===== src/logic/eal_pkg.sv =====
// constants and types shared by the arithmetic and logic unit
package eal_pkg;

  // ****************************************
  // status flag positions
  // ****************************************
  localparam int unsigned FLAG_C = 0;
  localparam int unsigned FLAG_Z = 1;
  localparam int unsigned FLAG_N = 2;
  localparam int unsigned FLAG_V = 3;
  localparam int unsigned FLAG_S = 4;
  localparam int unsigned FLAG_H = 5;
  localparam logic [7:0] FLAGS_RESET = 8'h00;

  // ****************************************
  // operands and timing
  // ****************************************
  localparam logic [7:0] ALL_ONES = 8'hFF;
  localparam logic [7:0] BYTE_ZERO = 8'h00;
  localparam int unsigned BYTE_OP_CYCLES = 1;
  localparam int unsigned WORD_OP_CYCLES = 2;

  // ****************************************
  // operation codes from the decoder
  // ****************************************
  typedef enum logic [4:0] {
    op_nop,
    op_add,
    op_add_carry,
    op_word_pair_add_imm,
    op_sub,
    op_minus_immediate,
    op_sub_borrow,
    op_minus_imm_with_borrow,
    op_word_pair_minus_imm,
    op_and,
    op_mask_with_imm,
    op_or,
    op_merge_imm_bits,
    op_toggle_xor,
    op_raise_bits,
    op_drop_bits,
    op_self_mask_test
  } eal_op_t;

endpackage : eal_pkg


===== src/logic/eal_core_if.sv =====
// signals between the control unit and the byte adder
`timescale 1ns/1ps
interface eal_core_if;
  logic [7:0] a;
  logic [7:0] b;
  logic cin;
  logic sub;
  logic [7:0] res;
  logic cout;
  logic half;
  logic ovf;

  modport ctrl (output a, output b, output cin, output sub, input res, input cout, input half, input ovf);
  modport core (input a, input b, input cin, input sub, output res, output cout, output half, output ovf);
endinterface : eal_core_if


===== src/logic/eal_byte_core.sv =====
// eight-bit adder and subtractor with carry, half-carry and overflow
`timescale 1ns/1ps
module eal_byte_core (
  eal_core_if.core cif
);

  logic [8:0] full;
  logic [4:0] nib;

  always_comb
  begin
    // on subtract, cout and half mean borrow out of bit 7 and bit 3
    if (cif.sub)
    begin
      full = {1'b0, cif.a} - {1'b0, cif.b} - {8'h00, cif.cin};
      nib = {1'b0, cif.a[3:0]} - {1'b0, cif.b[3:0]} - {4'h0, cif.cin};
      cif.ovf = (cif.a[7] & ~cif.b[7] & ~full[7]) | (~cif.a[7] & cif.b[7] & full[7]);
    end
    else
    begin
      full = {1'b0, cif.a} + {1'b0, cif.b} + {8'h00, cif.cin};
      nib = {1'b0, cif.a[3:0]} + {1'b0, cif.b[3:0]} + {4'h0, cif.cin};
      cif.ovf = (cif.a[7] & cif.b[7] & ~full[7]) | (~cif.a[7] & ~cif.b[7] & full[7]);
    end
    cif.res = full[7:0];
    cif.cout = full[8];
    cif.half = nib[4];
  end

endmodule : eal_byte_core


===== src/logic/eal_alu_top.sv =====
// eight-bit arithmetic and logic unit with status flags
`timescale 1ns/1ps

// What this block does
// - add and add-with-carry write dest plus source, set Z C N V H, one cycle
// - word-pair add of immediate writes the pair, sets Z C N V S, two cycles
// - subtract and subtract-with-borrow write dest minus source, set Z C N V H
// - subtract immediate writes dest minus immediate, sets Z C N V H, one cycle
// - subtract immediate with borrow also subtracts carry, sets Z C N V H
// - word-pair subtract of immediate writes the pair, sets Z C N V S, two cycles
// - AND with register or immediate writes result, sets only Z N V, one cycle
// - OR, OR immediate and XOR write result, set Z N V, one cycle
// - bit raise ORs immediate into dest, sets Z N V, one cycle
// - bit drop ANDs dest with 0xFF minus immediate, sets Z N V, one cycle
// - self test ANDs dest with itself, value unchanged, sets Z N V
module eal_alu_top #(
  parameter int unsigned IDX_W = 5
) (
  input wire logic clk_sys,
  input wire logic rst_n,
  input wire logic op_valid,
  input wire eal_pkg::eal_op_t op_code,
  input wire logic [IDX_W-1:0] dest_idx,
  input wire logic [7:0] dest_val,
  input wire logic [7:0] source_reg,
  input wire logic [7:0] imm_value,
  input wire logic [7:0] pair_high_val,
  output logic busy,
  output logic done,
  output logic wr_byte,
  output logic wr_pair,
  output logic [IDX_W-1:0] wr_idx,
  output logic [IDX_W-1:0] wr_idx_high,
  output logic [7:0] result_low,
  output logic [7:0] result_high,
  output logic [7:0] status_flags
);

  // ****************************************
  // operation decoding
  // ****************************************
  function automatic logic op_is_sub(input eal_pkg::eal_op_t op);
    op_is_sub = (op == eal_pkg::op_sub) || (op == eal_pkg::op_minus_immediate) ||
                (op == eal_pkg::op_sub_borrow) || (op == eal_pkg::op_minus_imm_with_borrow) ||
                (op == eal_pkg::op_word_pair_minus_imm);
  endfunction : op_is_sub

  function automatic logic op_takes_carry(input eal_pkg::eal_op_t op);
    op_takes_carry = (op == eal_pkg::op_add_carry) || (op == eal_pkg::op_sub_borrow) ||
                     (op == eal_pkg::op_minus_imm_with_borrow);
  endfunction : op_takes_carry

  function automatic logic op_uses_imm(input eal_pkg::eal_op_t op);
    op_uses_imm = (op == eal_pkg::op_minus_immediate) || (op == eal_pkg::op_minus_imm_with_borrow) ||
                  (op == eal_pkg::op_word_pair_add_imm) || (op == eal_pkg::op_word_pair_minus_imm) ||
                  (op == eal_pkg::op_mask_with_imm) || (op == eal_pkg::op_merge_imm_bits) ||
                  (op == eal_pkg::op_raise_bits) || (op == eal_pkg::op_drop_bits);
  endfunction : op_uses_imm

  function automatic logic op_is_word(input eal_pkg::eal_op_t op);
    op_is_word = (op == eal_pkg::op_word_pair_add_imm) || (op == eal_pkg::op_word_pair_minus_imm);
  endfunction : op_is_word

  // ****************************************
  // state
  // ****************************************
  typedef enum logic [0:0] {
    st_idle,
    st_word_high
  } eal_state_t;

  eal_state_t state_q, state_d;
  logic [7:0] flags_q, flags_d;
  logic [7:0] res_lo_q, res_lo_d;
  logic [7:0] res_hi_q, res_hi_d;
  logic [7:0] hi_src_q, hi_src_d;
  logic lo_carry_q, lo_carry_d;
  logic lo_zero_q, lo_zero_d;
  logic word_sub_q, word_sub_d;
  logic [IDX_W-1:0] idx_q, idx_d;
  logic [IDX_W-1:0] idx_hi_q, idx_hi_d;
  logic busy_q, busy_d;
  logic done_q, done_d;
  logic wr_byte_q, wr_byte_d;
  logic wr_pair_q, wr_pair_d;
  logic [7:0] operand;
  logic [7:0] logic_res;

  eal_core_if cif ();

  eal_byte_core u_core (
    .cif(cif.core)
  );

  // ****************************************
  // next-state logic
  // ****************************************
  always_comb
  begin
    state_d = state_q;
    flags_d = flags_q;
    res_lo_d = res_lo_q;
    res_hi_d = res_hi_q;
    hi_src_d = hi_src_q;
    lo_carry_d = lo_carry_q;
    lo_zero_d = lo_zero_q;
    word_sub_d = word_sub_q;
    idx_d = idx_q;
    idx_hi_d = idx_hi_q;
    busy_d = busy_q;
    done_d = 1'b0;
    wr_byte_d = 1'b0;
    wr_pair_d = 1'b0;
    operand = op_uses_imm(op_code) ? imm_value : source_reg;
    logic_res = eal_pkg::BYTE_ZERO;
    cif.a = dest_val;
    cif.b = operand;
    cif.cin = op_takes_carry(op_code) ? flags_q[eal_pkg::FLAG_C] : 1'b0;
    cif.sub = op_is_sub(op_code);

    unique case (state_q)
      st_idle:
      begin
        if (op_valid && op_code != eal_pkg::op_nop)
        begin
          idx_d = dest_idx;
          idx_hi_d = dest_idx + {{(IDX_W-1){1'b0}}, 1'b1};
          if (op_is_word(op_code))
          begin
            // low byte now, high byte next cycle with the saved carry
            res_lo_d = cif.res;
            lo_carry_d = cif.cout;
            lo_zero_d = (cif.res == eal_pkg::BYTE_ZERO);
            hi_src_d = pair_high_val;
            word_sub_d = op_is_sub(op_code);
            busy_d = 1'b1;
            state_d = st_word_high;
          end
          else
          begin
            done_d = 1'b1;
            wr_byte_d = 1'b1;
            unique case (op_code)
              eal_pkg::op_and, eal_pkg::op_mask_with_imm:
                logic_res = dest_val & operand;
              eal_pkg::op_or, eal_pkg::op_merge_imm_bits:
                logic_res = dest_val | operand;
              eal_pkg::op_toggle_xor:
                logic_res = dest_val ^ operand;
              eal_pkg::op_raise_bits:
                logic_res = dest_val | imm_value;
              eal_pkg::op_drop_bits:
                logic_res = dest_val & (eal_pkg::ALL_ONES - imm_value);
              eal_pkg::op_self_mask_test:
                logic_res = dest_val & dest_val;
              default:
                logic_res = eal_pkg::BYTE_ZERO;
            endcase
            if (op_is_sub(op_code) || op_code == eal_pkg::op_add || op_code == eal_pkg::op_add_carry)
            begin
              res_lo_d = cif.res;
              flags_d[eal_pkg::FLAG_C] = cif.cout;
              flags_d[eal_pkg::FLAG_H] = cif.half;
              flags_d[eal_pkg::FLAG_N] = cif.res[7];
              flags_d[eal_pkg::FLAG_V] = cif.ovf;
              // a borrow chain only keeps zero while every byte was zero
              if (op_takes_carry(op_code) && cif.sub)
                flags_d[eal_pkg::FLAG_Z] = flags_q[eal_pkg::FLAG_Z] & (cif.res == eal_pkg::BYTE_ZERO);
              else
                flags_d[eal_pkg::FLAG_Z] = (cif.res == eal_pkg::BYTE_ZERO);
            end
            else
            begin
              res_lo_d = logic_res;
              flags_d[eal_pkg::FLAG_Z] = (logic_res == eal_pkg::BYTE_ZERO);
              flags_d[eal_pkg::FLAG_N] = logic_res[7];
              flags_d[eal_pkg::FLAG_V] = 1'b0;
            end
          end
        end
      end
      st_word_high:
      begin
        cif.a = hi_src_q;
        cif.b = eal_pkg::BYTE_ZERO;
        cif.cin = lo_carry_q;
        cif.sub = word_sub_q;
        res_hi_d = cif.res;
        flags_d[eal_pkg::FLAG_Z] = lo_zero_q & (cif.res == eal_pkg::BYTE_ZERO);
        flags_d[eal_pkg::FLAG_C] = cif.cout;
        flags_d[eal_pkg::FLAG_N] = cif.res[7];
        flags_d[eal_pkg::FLAG_V] = cif.ovf;
        flags_d[eal_pkg::FLAG_S] = cif.res[7] ^ cif.ovf;
        wr_pair_d = 1'b1;
        done_d = 1'b1;
        busy_d = 1'b0;
        state_d = st_idle;
      end
    endcase
  end

  // ****************************************
  // registers
  // ****************************************
  always_ff @(posedge clk_sys or negedge rst_n)
  begin
    if (!rst_n)
    begin
      state_q <= st_idle;
      flags_q <= eal_pkg::FLAGS_RESET;
      res_lo_q <= 8'h00;
      res_hi_q <= 8'h00;
      hi_src_q <= 8'h00;
      lo_carry_q <= 1'b0;
      lo_zero_q <= 1'b0;
      word_sub_q <= 1'b0;
      idx_q <= '0;
      idx_hi_q <= '0;
      busy_q <= 1'b0;
      done_q <= 1'b0;
      wr_byte_q <= 1'b0;
      wr_pair_q <= 1'b0;
    end
    else
    begin
      state_q <= state_d;
      flags_q <= flags_d;
      res_lo_q <= res_lo_d;
      res_hi_q <= res_hi_d;
      hi_src_q <= hi_src_d;
      lo_carry_q <= lo_carry_d;
      lo_zero_q <= lo_zero_d;
      word_sub_q <= word_sub_d;
      idx_q <= idx_d;
      idx_hi_q <= idx_hi_d;
      busy_q <= busy_d;
      done_q <= done_d;
      wr_byte_q <= wr_byte_d;
      wr_pair_q <= wr_pair_d;
    end
  end

  // ****************************************
  // outputs
  // ****************************************
  assign busy = busy_q;
  assign done = done_q;
  assign wr_byte = wr_byte_q;
  assign wr_pair = wr_pair_q;
  assign wr_idx = idx_q;
  assign wr_idx_high = idx_hi_q;
  assign result_low = res_lo_q;
  assign result_high = res_hi_q;
  assign status_flags = flags_q;

endmodule : eal_alu_top


===== config.mk =====
export PLATFORM = sky130hd
export DESIGN_NAME = eal_alu_top
export DESIGN_NICKNAME = d
export VERILOG_FILES = /design/src/logic/eal_pkg.sv /design/src/logic/eal_core_if.sv /design/src/logic/eal_byte_core.sv /design/src/logic/eal_alu_top.sv
export SDC_FILE = /design/constraint.sdc
export NUM_CORES = 1
export LEC_CHECK = 0
export BUFFER_PORTS_ARGS = -buffer_cell sky130_fd_sc_hd__buf_2
export CORE_ASPECT_RATIO = 0.8
export CORE_UTILIZATION = 35
export DETAILED_ROUTE_END_ITERATION = 10
export GPL_TIMING_DRIVEN = 0
export PLACE_DENSITY_LB_ADDON = 0.3
export SLEW_MARGIN = 20
export SYNTH_ARGS = -nofsm -noshare
export SYNTH_HDL_FRONTEND = slang
export SYNTH_SLANG_ARGS = --single-unit

===== constraint.sdc =====
create_clock -name clk_sys -period 8.5 [get_ports clk_sys]
set_clock_uncertainty 0.2 [all_clocks]
set_input_delay 0.85 -clock clk_sys [delete_from_list [all_inputs] [get_ports clk_sys]]
set_output_delay 0.85 -clock clk_sys [all_outputs]
set_load 0.005 [all_outputs]

==> results of run 1 <==
[stage by stage]
stage,power [mW],instance area (um^2),hold slack (ns)
2_1_floorplan,0.514,3990,0.214
3_3_place_gp,0.624,4560,0.253
3_5_place_dp,0.630,4560,0.257
4_1_cts,0.845,4710,0.277
5_1_grt,0.894,4710,0.303
6_report,0.835,4710,0.273
[flip-flops by register name (all words and copies together) (netlist names)]
signal,flops
wr_idx,5
status_flags,6
busy,1
lo_zero_q,1
state_q,1
done,1
wr_idx_high,5
result_high,8
wr_byte,1
result_low,8
hi_src_q,8
word_sub_q,1
wr_pair,1
lo_carry_q,1
[layer usage]
layer  track usage (%)  vias to the layer above  share of wire (%)
met5                 0                        -                  0
met4              6.08                        0                1.1
met3              3.52                       12                8.0
met2              29.2                      154                 41
met1              33.4                     1782                 50
li1                  -                     1755                  -
[power groups by stage]
stage               Sequential [mW]  Combinational (mW)  Clock, mW
floorplan                     0.308               0.205          0
global placement              0.308               0.315          0
detailed placement            0.310               0.320          0
CTS                           0.306               0.322      0.216
global route                  0.313               0.356      0.225
finish                        0.305               0.323      0.207
[final timing paths]
check                            endpoint  slack (ns)  cells after the start
setup / recovery                lo_zero_q        3.53                     18
setup reg to reg                lo_zero_q        3.80                     14
hold reg to reg                 wr_idx[0]        0.27                      2
max in group asynchronous  wr_idx_high[4]        7.28                      1
min in group asynchronous     hi_src_q[2]        0.36                      1
hold / removal                  wr_idx[0]        0.27                      2
[cell families (layout without fill, tap and decap cells)]
kind of cell	after synthesis	in the layout	synth area share (%)
and+or+nand+nor	158	158	19.7
buffers and inverters	53	138	5.94
AOI/OAI and AO/OA	101	101	19.0
muxes	43	43	11.5
other	1	2	0.0942
DFF	48	48	30.2
xor gates and xnor gates	19	19	4.18
adders and majority gates	27	27	9.43
[critical path: stages]
cell and delay (ns):
buf_2 0.11, buf_4 0.17, and3b_1 0.23, a311oi_4 0.45
nor2_2 0.22, mux2i_1 0.28, or2_2 0.22, inv_1 0.07
fa_1 0.43, inv_1 0.08, ha_1 0.24, nand3_1 0.11
o221ai_2 0.13, o41ai_4 0.28, xor2_1 0.14, mux2i_1 0.34
and4bb_1 0.31, mux2_2 0.28
[cell usage after synthesis, drive strengths merged, types with 2 or more instances]
cell type   n
nand2      54
dfrtp      48
nor2       42
inv        31
mux2i      26
a21oi      23
ha         22
o21ai      18
mux2       17
buf        16
xnor2      13
o211ai     12
nand2b     11
nor3       10
nand3       8
a31oi       7
o21a        7
clkbuf      6
xor2        6
a22o        5
fa          5
nand4       5
nor2b       5
or2         5
or3         5
a21o        3
nand3b      3
a21boi      2
a221oi      2
a32oi       2
nor3b       2
o2111ai     2
o21bai      2
o311ai      2
o31ai       2
[cell type report]
| type | instances | area share (%) |
|---|---|---|
| buffer | 22 | 2.55 |
| clock buffer | 6 | 2.95 |
| clock inverter | 1 | 0.186 |
| inverter | 31 | 2.47 |
| multi-input combinational | 350 | 54.1 |
| sequential | 48 | 25.5 |
| tap | 144 | 3.83 |
| timing repair buffer | 78 | 8.35 |
==> metrics, run 1 <==
pre-CTS setup slack 3.27 ns; Gate power share 38.6%; switch share a little over a third; DP HPWL 9490 um; # Post-CTS Setup Buffers 0; CTS clk-pin slew, worst paths 0.07 ns; hold path start wr_idx[0]; relative slew slack a little over half; Iteration-0 DRC Markers 358; crit path DAT 4.95 ns; TritonCTS clock tree done; endpoints failing setup 0; most frequent cells in the layout buf_2 (83), nand2_1 (54), dfrtp_1 (48); Peak Freq between 200 and 250 MHz; Chip Width 121 um; worst r2r src state_q; Pint 0.538 mW; number of buffers created by CTS 5; Critical Path RT 8.48 ns; largest net degree at the start of global routing 49; crit-path max FO 10; Area contributors post-synth dfrtp_1 (30%), ha_1 (6.9%), mux2i_1 (6.3%); Root Buffer clkbuf_16; Worst Hold Class register to register; synth unique cells 66; worst skew pair latency ~0.29 ns; Top FF cell, synth dfrtp_1; Setup TNS 0 ns; GR Overflow Total 0; H-tree depth 2; antenna fix cells 0; all-layer global routing usage 21.3%; first-pass GRT wire length 19,200 um; core area 0.0110 mm^2; Avg Synthesized Cell Area between 8 and 9 um^2; commonest non-fill, non-tap cell in the layout buf_2; full die area 0.0118 mm^2; Netlist Area Pre-Place 0.00398 mm^2; Detailed Route WL 12,100 um; vias in the first global route 3,454; Sink Count 48; dpl cells 673; Final Hold Fails 0; status finished, final reports clean; fin. max-slew vios 0; fin cells 680; clock power share 24.8%; max-cap viol count 0; Synth Instances 450; post-CTS sizing 0; largest area contributor in the netlist dfrtp_1; Switch Pwr 0.298 mW; Peak VDD IR around 0.10 mV; Initial Util 36.3%; WS Path Type primary input to register; clock tree buffer depth 2; RSZ-0062 raised after global routing false; WL/cell around 18 um; Ys Warns 0; total number of vias 3,703; Sequential Power Share between 30% and 40%; layout net count 608; share of layout cells above drive strength 1 24.1%; origin of the worst setup path op_code[1]; pwr/cell area between 150 and 200 mW/mm^2; register area share after synthesis between 30 and 40%; cts hold-fix bufs 0; leakage 2.20 nW; # IOs 83; fin crit share 58.4%; post-route ant nets 0; Critical Path Start Type primary input; IO buf count 78; Critical Path Sink Type register; vias per cell 5.45; number of synthesized flops with an enable pin 0; fillers 1,104; min cycle time layout 4.97 ns; multi-input logic area 0.00255 mm^2; initial antenna violation count 0; number of synthesized register bits 48; Post-synth ARST share 100%; top-area cell type share of the netlist area 30.2%; Worst Tran Pin Value just over 0.7 ns; First-pass DRT Iterations 5; PnR worst setup slack 3.53 ns; # rows 34; RD Place Congestion 0.917; Die Y 97.4 um; DRC Markers 0; Area Growth Syn to Fin 18.2%; FF+latch area 0.00120 mm^2; share of the core filled with cells a little over two fifths
Power figures use the tool's default switching activity.
==> run 2: changes to the inputs <==
Clock period 8.5 ns to 4.9 ns, I/O delays scaled along.
==> metrics, run 2 (synthesized netlist as in run 1, its figures left out) <==
status finished, violations left; violated checks hold timing; WL/cell 17.8 um (about the same); crit path DAT 4.59 ns (-0.36 ns); Worst Path Buf+Inv 3 (-1); Area Growth Syn to Fin 18.2% (about the same); H-tree depth 2 (unchanged); largest net degree at the start of global routing 49 (unchanged); core area 0.0110 mm^2 (unchanged); fin crit share 94.0%; WS Path Type primary input to register; initial antenna violation count 0 (unchanged); Die Y 97.4 um (unchanged); final hold slack -0.00464 ns (-0.277 ns); Design Area, Final 0.00471 mm^2 (about the same); vias per cell 5.41 (-0.65%); Detailed Route WL 12,100 um (about the same); RSZ-0062 raised after global routing false; fin. max-slew vios 0 (unchanged); share of the core filled with cells 42.9% (about the same); first-pass GRT wire length 19,200 um (unchanged); full die area 0.0118 mm^2 (unchanged); # rows 34 (unchanged); Sink Count 48 (unchanged); Worst Hold Class primary input to async pin; TritonCTS clock tree done; Peak VDD IR 0.180 mV (+73%); GR Overflow Total 0 (unchanged); Critical Path Sink Type register; RD Place Congestion 0.917 (unchanged); CP Cell Sequence buf_2, buf_4, and3b_1, a311oi_4, nor2_2, mux2i_2, nor2_1, ha_1, inv_1, ha_1, nand3_1, o221ai_2, o41ai_4, xor2_1, mux2i_1, and4bb_1, mux2_2; all-layer global routing usage 21.3% (unchanged); First-pass DRT Iterations 5 (unchanged); commonest non-fill, non-tap cell in the layout buf_2; most frequent CP cell ha_1; Root Buffer clkbuf_16; placed inst area 0.00456 mm^2 (unchanged); CTS clk-pin slew, worst paths 0.07 ns (about the same); Worst Tran Pin Value 0.634 ns (-0.0820 ns); post-route ant nets 0 (unchanged); layout net count 608 (unchanged); delay of the slowest critical-path stage 0.45 ns (about the same); Setup TNS 0 ns (unchanged); Iteration-0 DRC Markers 356 (-0.56%); endpoints failing setup 0 (unchanged); clock tree buffer depth 2 (unchanged); number of buffers created by CTS 5 (unchanged); Critical Path RT 4.88 ns (-3.60 ns); antenna fix cells 0 (unchanged); vias in the first global route 3,454 (unchanged); Chip Width 121 um (unchanged); relative slew slack 57.4% (+5.1 points); DP HPWL 9490 um (unchanged); crit-path max FO 10 (unchanged); share of layout cells above drive strength 1 24.3% (+0.19 points); Initial Util 36.3% (unchanged); DRC Markers 0 (unchanged); total number of vias 3,679 (-0.65%); leakage 2.20 nW (+0.16%); # Post-CTS Setup Buffers 0 (unchanged); IO buf count 78 (unchanged); min cycle time layout 4.60 ns; Critical Path Start Type primary input; pwr/cell area 308 mW/mm^2 (+74%); fillers 1,106 (+0.18%); critical path's top delay family simple AND/OR/NAND/NOR gates; worst skew pair latency 0.29 ns (about the same); Reg2Reg Setup Slack 0.38 ns (-3.42 ns); most frequent cells in the layout buf_2 (83), nand2_1 (54), dfrtp_1 (48); # IOs 83 (unchanged); total power 1.45 mW (+74%); Final Hold Fails 7 (+7); Peak Freq between 200 and 250 MHz; CP max stage cell a311oi_4; max-cap viol count 0 (unchanged)
==> run 2: cell types whose count changed in the layout (fill, tap and decap cells not counted), sizes merged <==
cell,delta
buf,-1
clkbuf,+1
==> run 2: worst register-to-register path: stages, from the launching register on <==
cell and delay [ns]:
dfrtp_1 0.42, buf_2 0.29, buf_1 0.53, mux2i_1 0.55
fa_1 0.34, inv_1 0.07, fa_1 0.39, nand3b_1 0.11
nand2_1 0.11, a221oi_1 0.39, xnor2_1 0.12, mux2i_1 0.38
and4bb_1 0.33, a21boi_1 0.09, a21oi_1 0.14
==> run 2: final timing paths <==
kind | depth (start not counted) | start | end
min in group clk_sys | 3 | dest_idx[4] | wr_idx[4]
worst min register to register | 2 | wr_idx[0] | wr_idx[0]
max in group asynchronous | 1 | rst_n | wr_idx_high[4]
worst min-delay path | 1 | rst_n | hi_src_q[2]
worst max register to register | 14 | state_q | status_flags[1]
worst max-delay path | 17 | op_code[1] | lo_zero_q
==> run 2: repair_timing <==
item,in CTS,in global routing
endpoints found under the setup margin,0,2
hold buffers,0,0
resized for setup,0,1
endpoints found under the hold margin,0,0
==> run 2: routing by layer <==
layer	share of wire, %	vias up	global-route usage [%]
met5	0	-	0
met4	1.2	0	6.08
met3	7.7	14	3.52
met2	41	142	29.2
met1	51	1768	33.4
li1	-	1755	-
==> run 2: through the flow <==
step	std cells	setup WS, ns
floorplan	451	0.747
global placement	673	0.0942
detailed placement	673	0.0349
CTS	680	0.188
global route	680	0.0428
finish	680	0.295
==> run 2: final cells by class <==
cell class                      count  area (um^2)  area share, %
Multi-Input combinational cell    350         2550           54.1
Sequential cell                    48         1200           25.5
Timing Repair Buffer               78          393           8.35
Tap cell                          144          180           3.83
Clock buffer                        6          139           2.95
Buffer                             22          121           2.58
Inverter                           31          116           2.47
Clock inverter                      1         8.76          0.186
==> run 2: power breakdown <==
| part | total [mW] | internal [mW] | leakage, nW | switching (mW) |
|---|---|---|---|---|
| Combinational | 0.560 | 0.249 | 1.55 | 0.311 |
| Sequential | 0.529 | 0.482 | 0.582 | 0.0472 |
| Clock | 0.360 | 0.202 | 0.0729 | 0.159 |
| Total | 1.45 | 0.933 | 2.20 | 0.517 |
